$ cat config.mk
export PLATFORM = sky130hd
export DESIGN_NAME = ces_supervisor
export DESIGN_NICKNAME = d
export VERILOG_FILES = /design/src/design/ces_pkg.sv /design/src/design/ces_pin_sync.sv /design/src/design/ces_supervisor.sv
export VERILOG_INCLUDE_DIRS = /design/src /design/src/design
export SDC_FILE = /design/constraint.sdc
export NUM_CORES = 1
export LEC_CHECK = 0
export ABC_AREA = 1
export ABC_CLOCK_PERIOD_IN_PS = 4200
export BUFFER_PORTS_ARGS = -buffer_cell sky130_fd_sc_hd__buf_2
export CAP_MARGIN = 10
export CORE_MARGIN = 4
export CORE_UTILIZATION = 44
export DETAILED_ROUTE_END_ITERATION = 7
export PLACE_DENSITY = 0.78
export SLEW_MARGIN = 10
export SYNTH_ARGS = -nofsm -noshare
export SYNTH_HDL_FRONTEND = slang
export SYNTH_SLANG_ARGS = --single-unit
$ cat constraint.sdc
create_clock -name core_clk_in -period 4.2 [get_ports core_clk_in]
set_clock_uncertainty 0.05 [all_clocks]
set_input_delay 0.84 -clock core_clk_in [delete_from_list [all_inputs] [get_ports core_clk_in]]
set_output_delay 0.84 -clock core_clk_in [all_outputs]
set_load 0.005 [all_outputs]
$ cat src/design/ces_defs.svh
// Constants of the CPU error code supervisor: offsets, fields, codes, timing.
// Assumes a 200 MHz core clock and a 32-bit plain register port.
//
// Behaviour
// - Power-up self-checks fail into fault with code
// - Bad backup flash program gives code 22, fault
// - Invalid program to run gives code 23, stop
// - Invalid I/O parameters give code 24, stop
// - Invalid basic parameters give code 25, stop
// - Module type mismatch at run: code 30
// - Type mismatch sets readable mismatch flag
// - Module removed or added at scan end: 31
// - Attachment change sets readable attachment flag
// - Blown module fuse at scan end: 32
// - Blown fuse sets readable fuse flag
`ifndef CES_DEFS_SVH
`define CES_DEFS_SVH

`define CES_SLOTS 8
`define CES_ADDR_W 8

`define CES_OFS_CTRL 8'h00
`define CES_OFS_STATUS 8'h04
`define CES_OFS_ERR 8'h08
`define CES_OFS_PRESENT 8'h0C
`define CES_OFS_CFG_TYPE 8'h10

`define CES_CTRL_CONT 0
`define CES_ST_STATE_LO 0
`define CES_ST_MISMATCH 2
`define CES_ST_ATTACH 3
`define CES_ST_FUSE 4
`define CES_ST_ERR_LED 5
`define CES_ST_PS_LED 6
`define CES_ERR_SLOT_LO 8
`define CES_ERR_SLOT_VLD 12

`define CES_CTRL_RST 1'h0
`define CES_CFG_TYPE_RST 32'h0

`define CES_CODE_NONE 8'h00
`define CES_CODE_DBUS 8'h02
`define CES_CODE_DRAM 8'h03
`define CES_CODE_RTC 8'h04
`define CES_CODE_PMEM 8'h06
`define CES_CODE_USB 8'h0A
`define CES_CODE_BRAM 8'h0B
`define CES_CODE_BFLASH 8'h0C
`define CES_CODE_FLASH_PROG 8'h16
`define CES_CODE_EXEC_PROG 8'h17
`define CES_CODE_IO_PAR 8'h18
`define CES_CODE_BASIC_PAR 8'h19
`define CES_CODE_TYPE 8'h1E
`define CES_CODE_ATTACH 8'h1F
`define CES_CODE_FUSE 8'h20

`define CES_BLINK_MS 500
`define CES_CLK_KHZ 200000

`endif

$ cat src/design/ces_pkg.sv
// Types of the CPU error code supervisor.
// Assumes ces_defs.svh is on the include path.
`include "ces_defs.svh"
package ces_pkg;
  typedef enum logic [1:0] {
    CES_CHECK = 2'b00,
    CES_STOP = 2'b01,
    CES_RUN = 2'b10,
    CES_FAULT = 2'b11
  } ces_state_e;

  typedef struct packed {
    logic dbus;
    logic dram;
    logic rtc;
    logic pmem;
    logic usb;
    logic bram;
    logic bflash;
  } ces_pwr_s;

  typedef struct packed {
    logic flash_prog;
    logic exec_prog;
    logic io_par;
    logic basic_par;
  } ces_prog_s;

  typedef struct packed {
    logic [7:0] code;
    logic [3:0] slot;
    logic slot_vld;
  } ces_err_s;

  typedef logic [`CES_SLOTS-1:0] ces_slots_t;
endpackage

$ cat src/design/ces_pin_sync.sv
// Three-stage pin synchroniser for slot presence and fuse lines.
// Assumes the pins are asynchronous to core_clk_in.
`timescale 1ns/10ps
`default_nettype none
`include "ces_defs.svh"
module ces_pin_sync (
  input wire logic core_clk_in,
  input wire logic sys_rst_in,
  input wire logic [2*`CES_SLOTS-1:0] pins_in,
  output logic [2*`CES_SLOTS-1:0] stable_out
);
  import ces_pkg::*;

  genvar i;
  generate
    for (i = 0; i < 2*`CES_SLOTS; i++) begin : g_bit
      logic ff1_r, ff2_r, ff3_r, stb_r, stb_nxt;
      // A change counts once the second and third stage agree
      always_comb begin
        stb_nxt = (ff2_r == ff3_r) ? ff3_r : stb_r;
      end
      always_ff @(posedge core_clk_in) begin
        if (sys_rst_in) begin
          ff1_r <= 1'h0;
          ff2_r <= 1'h0;
          ff3_r <= 1'h0;
          stb_r <= 1'h0;
        end else begin
          ff1_r <= pins_in[i];
          ff2_r <= ff1_r;
          ff3_r <= ff2_r;
          stb_r <= stb_nxt;
        end
      end
      assign stable_out[i] = stb_r;
    end
  endgenerate
endmodule
`default_nettype wire

$ cat src/design/ces_supervisor.sv
// CPU error code supervisor: self-check sequencing, error codes, LEDs, flags.
// Assumes check results come from same-clock logic; slot pins are asynchronous.
//
// Implementation choices: the address map and strobed register access.
`timescale 1ns/10ps
`default_nettype none
`include "ces_defs.svh"
module ces_supervisor #(
  parameter int unsigned BLINK_CYC = `CES_BLINK_MS * `CES_CLK_KHZ
) (
  input wire logic core_clk_in,
  input wire logic sys_rst_in,
  input wire logic [`CES_ADDR_W-1:0] addr_in,
  input wire logic [31:0] wr_data_in,
  input wire logic wr_in,
  input wire logic rd_in,
  output logic [31:0] rd_data_out,
  input wire ces_pkg::ces_pwr_s pwr_fail_in,
  input wire ces_pkg::ces_prog_s prog_fail_in,
  input wire logic run_req_in,
  input wire logic stop_req_in,
  input wire logic scan_end_in,
  input wire ces_pkg::ces_slots_t slot_present_pin_in,
  input wire ces_pkg::ces_slots_t fuse_blown_pin_in,
  input wire logic [4*`CES_SLOTS-1:0] inst_type_in,
  output ces_pkg::ces_state_e state_out,
  output ces_pkg::ces_err_s err_out,
  output logic led_err_out,
  output logic led_ps_out,
  output logic flag_mismatch_out,
  output logic flag_attach_out,
  output logic flag_fuse_out
);
  import ces_pkg::*;

  ces_slots_t present, fuse;
  ces_state_e st_r, st_nxt;
  ces_err_s err_r, err_nxt;
  logic [2:0] flag_r, flag_nxt, flag_set, flag_clr;
  logic cont_r, cont_nxt;
  logic [31:0] cfg_r, cfg_nxt;
  ces_slots_t snap_r, snap_nxt;
  logic errled_r, errled_nxt, ps_r, ps_nxt, bmode_r, bmode_nxt;
  logic [31:0] bcnt_r, bcnt_nxt;
  logic blink_r, blink_nxt, led_r, led_nxt;
  logic [31:0] rd_r, rd_nxt;
  logic chk_evt, pwr_any, prog_any, mism, attach_chg, fuse_any;
  logic [3:0] mis_slot, att_slot, fuse_slot;

  ces_pin_sync u_sync (
    .core_clk_in(core_clk_in),
    .sys_rst_in(sys_rst_in),
    .pins_in({fuse_blown_pin_in, slot_present_pin_in}),
    .stable_out({fuse, present})
  );

  // Slot checks: first offending slot wins
  always_comb begin
    mism = 1'h0;
    attach_chg = 1'h0;
    fuse_any = 1'h0;
    mis_slot = 4'h0;
    att_slot = 4'h0;
    fuse_slot = 4'h0;
    for (int i = `CES_SLOTS - 1; i >= 0; i--) begin
      if (present[i] != (cfg_r[4*i +: 4] != 4'h0) ||
          (present[i] && cfg_r[4*i +: 4] != inst_type_in[4*i +: 4])) begin
        mism = 1'h1;
        mis_slot = 4'(i);
      end
      if (present[i] != snap_r[i]) begin
        attach_chg = 1'h1;
        att_slot = 4'(i);
      end
      if (present[i] && fuse[i]) begin
        fuse_any = 1'h1;
        fuse_slot = 4'(i);
      end
    end
  end

  assign pwr_any = |pwr_fail_in;
  assign prog_any = |prog_fail_in;
  assign chk_evt = (st_r == CES_CHECK) || (st_r == CES_STOP && run_req_in);

  // Operating state, error record and LEDs
  always_comb begin
    st_nxt = st_r;
    err_nxt = err_r;
    snap_nxt = snap_r;
    errled_nxt = errled_r;
    ps_nxt = ps_r;
    bmode_nxt = bmode_r;
    flag_set = 3'h0;
    if (chk_evt && (st_r == CES_CHECK) && pwr_any) begin
      st_nxt = CES_FAULT;
      errled_nxt = 1'h1;
      bmode_nxt = pwr_fail_in.dbus | pwr_fail_in.dram;
      err_nxt.slot = 4'h0;
      err_nxt.slot_vld = 1'h0;
      if (pwr_fail_in.dbus) err_nxt.code = `CES_CODE_DBUS;
      else if (pwr_fail_in.dram) err_nxt.code = `CES_CODE_DRAM;
      else if (pwr_fail_in.rtc) err_nxt.code = `CES_CODE_RTC;
      else if (pwr_fail_in.pmem) err_nxt.code = `CES_CODE_PMEM;
      else if (pwr_fail_in.usb) err_nxt.code = `CES_CODE_USB;
      else if (pwr_fail_in.bram) err_nxt.code = `CES_CODE_BRAM;
      else err_nxt.code = `CES_CODE_BFLASH;
    end else if (chk_evt && prog_any) begin
      st_nxt = prog_fail_in.flash_prog ? CES_FAULT : CES_STOP;
      errled_nxt = 1'h1;
      ps_nxt = 1'h0;
      err_nxt.slot = 4'h0;
      err_nxt.slot_vld = 1'h0;
      if (prog_fail_in.flash_prog) err_nxt.code = `CES_CODE_FLASH_PROG;
      else if (prog_fail_in.exec_prog) err_nxt.code = `CES_CODE_EXEC_PROG;
      else if (prog_fail_in.io_par) err_nxt.code = `CES_CODE_IO_PAR;
      else err_nxt.code = `CES_CODE_BASIC_PAR;
    end else if (st_r == CES_CHECK) begin
      st_nxt = CES_STOP;
    end else if (st_r == CES_STOP && run_req_in) begin
      snap_nxt = present;
      errled_nxt = 1'h0;
      ps_nxt = 1'h0;
      st_nxt = CES_RUN;
      if (mism) begin
        flag_set[0] = 1'h1;
        err_nxt = '{code: `CES_CODE_TYPE, slot: mis_slot, slot_vld: 1'h1};
        st_nxt = cont_r ? CES_RUN : CES_STOP;
        errled_nxt = !cont_r;
        ps_nxt = cont_r;
      end
    end else if (st_r == CES_RUN && stop_req_in) begin
      st_nxt = CES_STOP;
    end else if (st_r == CES_RUN && scan_end_in && (attach_chg || fuse_any)) begin
      st_nxt = cont_r ? CES_RUN : CES_STOP;
      errled_nxt = !cont_r;
      ps_nxt = cont_r;
      if (attach_chg) begin
        flag_set[1] = 1'h1;
        snap_nxt = present;
        err_nxt = '{code: `CES_CODE_ATTACH, slot: att_slot, slot_vld: 1'h1};
      end else begin
        flag_set[2] = 1'h1;
        err_nxt = '{code: `CES_CODE_FUSE, slot: fuse_slot, slot_vld: 1'h1};
      end
    end
  end

  // Error LED blink for the bus and RAM faults
  always_comb begin
    bcnt_nxt = 32'h0;
    blink_nxt = 1'h1;
    if (bmode_r) begin
      blink_nxt = blink_r;
      bcnt_nxt = bcnt_r + 32'h1;
      if (bcnt_r >= BLINK_CYC - 1) begin
        bcnt_nxt = 32'h0;
        blink_nxt = !blink_r;
      end
    end
    // LED pin comes straight from a flop, same level as errled and blink
    led_nxt = errled_nxt & blink_nxt;
  end

  // Register port; status flags clear on write of one, a set wins
  always_comb begin
    cont_nxt = cont_r;
    cfg_nxt = cfg_r;
    flag_clr = 3'h0;
    rd_nxt = 32'h0;
    if (wr_in) begin
      unique case (addr_in)
        `CES_OFS_CTRL: cont_nxt = wr_data_in[`CES_CTRL_CONT];
        `CES_OFS_STATUS: flag_clr = wr_data_in[`CES_ST_FUSE:`CES_ST_MISMATCH];
        `CES_OFS_CFG_TYPE: cfg_nxt = wr_data_in;
        default: ;
      endcase
    end
    if (rd_in) begin
      unique case (addr_in)
        `CES_OFS_CTRL: rd_nxt[`CES_CTRL_CONT] = cont_r;
        `CES_OFS_STATUS: begin
          rd_nxt[`CES_ST_STATE_LO +: 2] = st_r;
          rd_nxt[`CES_ST_FUSE:`CES_ST_MISMATCH] = flag_r;
          rd_nxt[`CES_ST_ERR_LED] = errled_r;
          rd_nxt[`CES_ST_PS_LED] = ps_r;
        end
        `CES_OFS_ERR: begin
          rd_nxt[7:0] = err_r.code;
          rd_nxt[`CES_ERR_SLOT_LO +: 4] = err_r.slot;
          rd_nxt[`CES_ERR_SLOT_VLD] = err_r.slot_vld;
        end
        `CES_OFS_PRESENT: rd_nxt[`CES_SLOTS-1:0] = present;
        `CES_OFS_CFG_TYPE: rd_nxt = cfg_r;
        default: ;
      endcase
    end
    flag_nxt = (flag_r & ~flag_clr) | flag_set;
  end

  always_ff @(posedge core_clk_in) begin
    if (sys_rst_in) begin
      st_r <= CES_CHECK;
      err_r <= '{code: `CES_CODE_NONE, slot: 4'h0, slot_vld: 1'h0};
      snap_r <= '0;
      errled_r <= 1'h0;
      ps_r <= 1'h0;
      bmode_r <= 1'h0;
      bcnt_r <= 32'h0;
      blink_r <= 1'h1;
      led_r <= 1'h0;
      flag_r <= 3'h0;
      cont_r <= `CES_CTRL_RST;
      cfg_r <= `CES_CFG_TYPE_RST;
      rd_r <= 32'h0;
    end else begin
      st_r <= st_nxt;
      err_r <= err_nxt;
      snap_r <= snap_nxt;
      errled_r <= errled_nxt;
      ps_r <= ps_nxt;
      bmode_r <= bmode_nxt;
      bcnt_r <= bcnt_nxt;
      blink_r <= blink_nxt;
      led_r <= led_nxt;
      flag_r <= flag_nxt;
      cont_r <= cont_nxt;
      cfg_r <= cfg_nxt;
      rd_r <= rd_nxt;
    end
  end

  assign rd_data_out = rd_r;
  assign state_out = st_r;
  assign err_out = err_r;
  assign led_err_out = led_r;
  assign led_ps_out = ps_r;
  assign flag_mismatch_out = flag_r[0];
  assign flag_attach_out = flag_r[1];
  assign flag_fuse_out = flag_r[2];
endmodule
`default_nettype wire

==> flow_summary.ini <==
[finish]
drive_gt1_frac = 0.170
nNetsFinal = 1415
syn_to_final_growth_pct = 18.6

[floorplanning]
start_util = 0.453
io_pins = 158
dieWidth_um = 145
core_um2 = 18100
core.rowCount = 49
die_h_um = 145
die_area_um2 = 20900

[placed_design]
dp_hpwl_mm = 15.8
place.gp.congestion = 0.925
pre_cts_slack_ns = 1.47
numPortBuffers = 154

[worst_hold_path]
min_path_cells = 2
min_path_type = flop to flop

[setup_path]
end_kind = flop
worst_r2r_path_depth = 10
crit_path_start_kind = flop
crit_fanout = 27
required_ns = 4.48
crit_arrival_ns = 2.64
r2r_setup_slack_ns = 1.85
crit_type = flop to flop

[global_routing]
overflow = 0
grt_pass1_vias = 7399
grt_antenna_before_repair = 0
grt_max_degree = 65
grt_pass1_wl_mm = 33.9
grt_use_total = 0.203

[power]
p_leak_uw = 0.00458
switching_power_uw = 1040
powerDensity_nw_per_um2 = 411
peakVddDrop_v = 0.000289
seqPwrFrac = 0.478
pwr-share-comb = 0.122
p_clk_frac = 0.401
internal_power_uw = 2960
switching_share = 0.260

[routing]
dr.pass1.iters = 5
drt_iter0_drc = 483
drc = 0
routedWlPerCell_um = 13.6
ant_nets = 0
drt-vias-per-instance = 4.89
vias = 7565
routed_wl_mm = 21.1

[synthesis]
avgSynthCellArea_um2 = 7.12
synthAdderAreaFrac = 0.00152
synthFlopType = dfxtp_1
ys_ff_latch = 189
synth_async_sr_flop_share = 0
synth_xor_area_frac = 0.0245
synth_top_family_by_area = simple AND/OR/NAND/NOR gates
ys_types = 48
synthSimpleGateAreaFrac = 0.276
yosysWarnings = 0
synth_area_um2 = 8220
synth_edf_count = 0
syn_inst = 1155
yosysSeqAreaShare = 0.460
synth_compound_area_frac = 0.130
synthMuxAreaShare = 0

[job]
maxCapViolCount = 0

[clock_network]
clk_latency_ns = 0.44
cts_buffer_depth = 2
cts_resized = 0
cts-htree-levels = 4
cts_setup_buffers = 0
cts_buffers = 17
clock_sinks = 189
postCtsHoldBufs = 0
clk_pin_slew_worst_paths_ns = 0.06
cts_tree = built
cts_root_buffer = clkbuf_16

[sta]
setup_ws_ns = 1.85
fin_tns_setup_ns = 0
rsz0062_at_grt = no
maxSlewViolCount = 0
fin_crit_ns = 2.35
fmax_mhz = 425
period_share = 0.560
setup_viol = 0
tightestPinTransition_ns = 0.931
hold_viol = 0
slew_headroom = 0.378
hold_slack_ns = 0.353

[run_status]
status = finished clean
==> flip-flops by register name, summed over array words and instances (netlist names) <==
signal	cells
bcnt_r	32
blink_r	1
bmode_r	1
cfg_r	32
cont_r	1
err_out	10
errled_r	1
flag_r	3
led_err_out	1
led_ps_out	1
rd_data_out	32
snap_r	8
state_out	2
u_sync.g_bit.ff1_r	16
u_sync.g_bit.ff2_r	16
u_sync.g_bit.ff3_r	16
u_sync.g_bit.stb_r	16
==> worst max-delay path, stage by stage (launching register included) <==
cell and delay, ns:
dfxtp_1 0.32, ha_1 0.23, nand3_2 0.10, nor2_1 0.07
nand2_1 0.13, nand4_1 0.10, nand3_1 0.07, o21ai_0 0.08
nand2_1 0.13, nand4_2 0.57, nor3b_1 0.40
==> power by group through the flow <==
| stage | Sequential [µW] | Combinational, µW | Clock [µW] |
|---|---|---|---|
| global route | 1920 | 551 | 1700 |
| global placement | 1950 | 468 | 0 |
| CTS | 1910 | 483 | 1620 |
| detailed placement | 1950 | 478 | 0 |
| floorplan | 1930 | 316 | 0 |
| finish | 1910 | 487 | 1600 |
==> per-stage QoR <==
stage          area (µm²)  cells   util  power, µW
6_report             9740   1548  0.537       4000
5_1_grt              9740   1547  0.537       4160
4_1_cts              9740   1547  0.537       4010
3_5_place_dp         9170   1518  0.505       2430
3_3_place_gp         9170   1518  0.505       2420
2_1_floorplan        8240   1162      -       2250
==> cell families after synthesis <==
group           Yosys count
xor+xnor                 23
fa+ha+maj                 1
compound gates          190
simple gates            527
other cells               1
flops                   189
buf+inv                 224
==> Yosys cell counts, types with 6 or more instances <==
cell / instances / area [µm²]
nor2_1: 195 / 732
xnor2_1: 13 / 114
inv_2: 7 / 26.3
nor3_1: 8 / 40.0
nand4_1: 15 / 93.8
nand2_1: 230 / 863
o22ai_1: 7 / 43.8
clkbuf_1: 17 / 63.8
nand3_1: 41 / 205
o21ai_0: 67 / 335
xor2_1: 10 / 87.6
o21ai_1: 6 / 30.0
a21oi_1: 80 / 400
dfxtp_1: 189 / 3780
inv_1: 187 / 702
a211oi_1: 6 / 45.0
buf_4: 7 / 52.6
==> per-layer routing <==
metal  wire [µm]  global-route usage  up-vias
li1            -                   -     3928
met2       10300               0.358      206
met5           0                   0        -
met3        1140              0.0404       49
met1        8940               0.238     3382
met4         702              0.0928        0
==> area by class of cell <==
class / instances / area, µm²
clock inverters: 11 / 145
diodes: 1 / 2.50
inverters: 195 / 734
flip-flops and latches: 189 / 3780
multi-input cells: 749 / 3580
repair buffers: 156 / 786
clock buffers: 18 / 429
fillers: 1716 / 8400
well taps: 229 / 287
==> cell usage in the layout (no fill, tap or decap), types with 2 or more instances in the layout <==
cell and instances:
nor3_1 8, nand2_1 230, nor3b_1 3, or2_2 2, xor2_1 10, and3_1 2, nand2_2 4, clkbuf_16 17
o21ai_0 67, nor3_2 2, bufinv_16 3, nor4_1 4, a31oi_1 5, conb_1 8, nand4_2 2, nand3_1 41
nand3_2 5, o21ai_1 6, a211oi_1 6, clkinvlp_4 3, a221oi_1 5, o22ai_1 7, buf_2 154, nor2_4 5
inv_2 7, dfxtp_1 189, nand4_1 15, a21oi_1 80, clkinv_2 3, nor2_1 195, buf_4 2, o32ai_1 5
xnor2_1 13, inv_1 187, nor2_2 5
==> path summary, 6_finish.rpt <==
kind                                     from                                to
max                      bcnt_r[0]$_SDFF_PP0_             bcnt_r[10]$_SDFF_PP0_
min          u_sync.g_bit[5].ff1_r$_SDFF_PP0_  u_sync.g_bit[5].ff2_r$_SDFF_PP0_
max reg2reg              bcnt_r[0]$_SDFF_PP0_             bcnt_r[10]$_SDFF_PP0_
min reg2reg  u_sync.g_bit[5].ff1_r$_SDFF_PP0_  u_sync.g_bit[5].ff2_r$_SDFF_PP0_
Power figures use the tool's default switching activity.
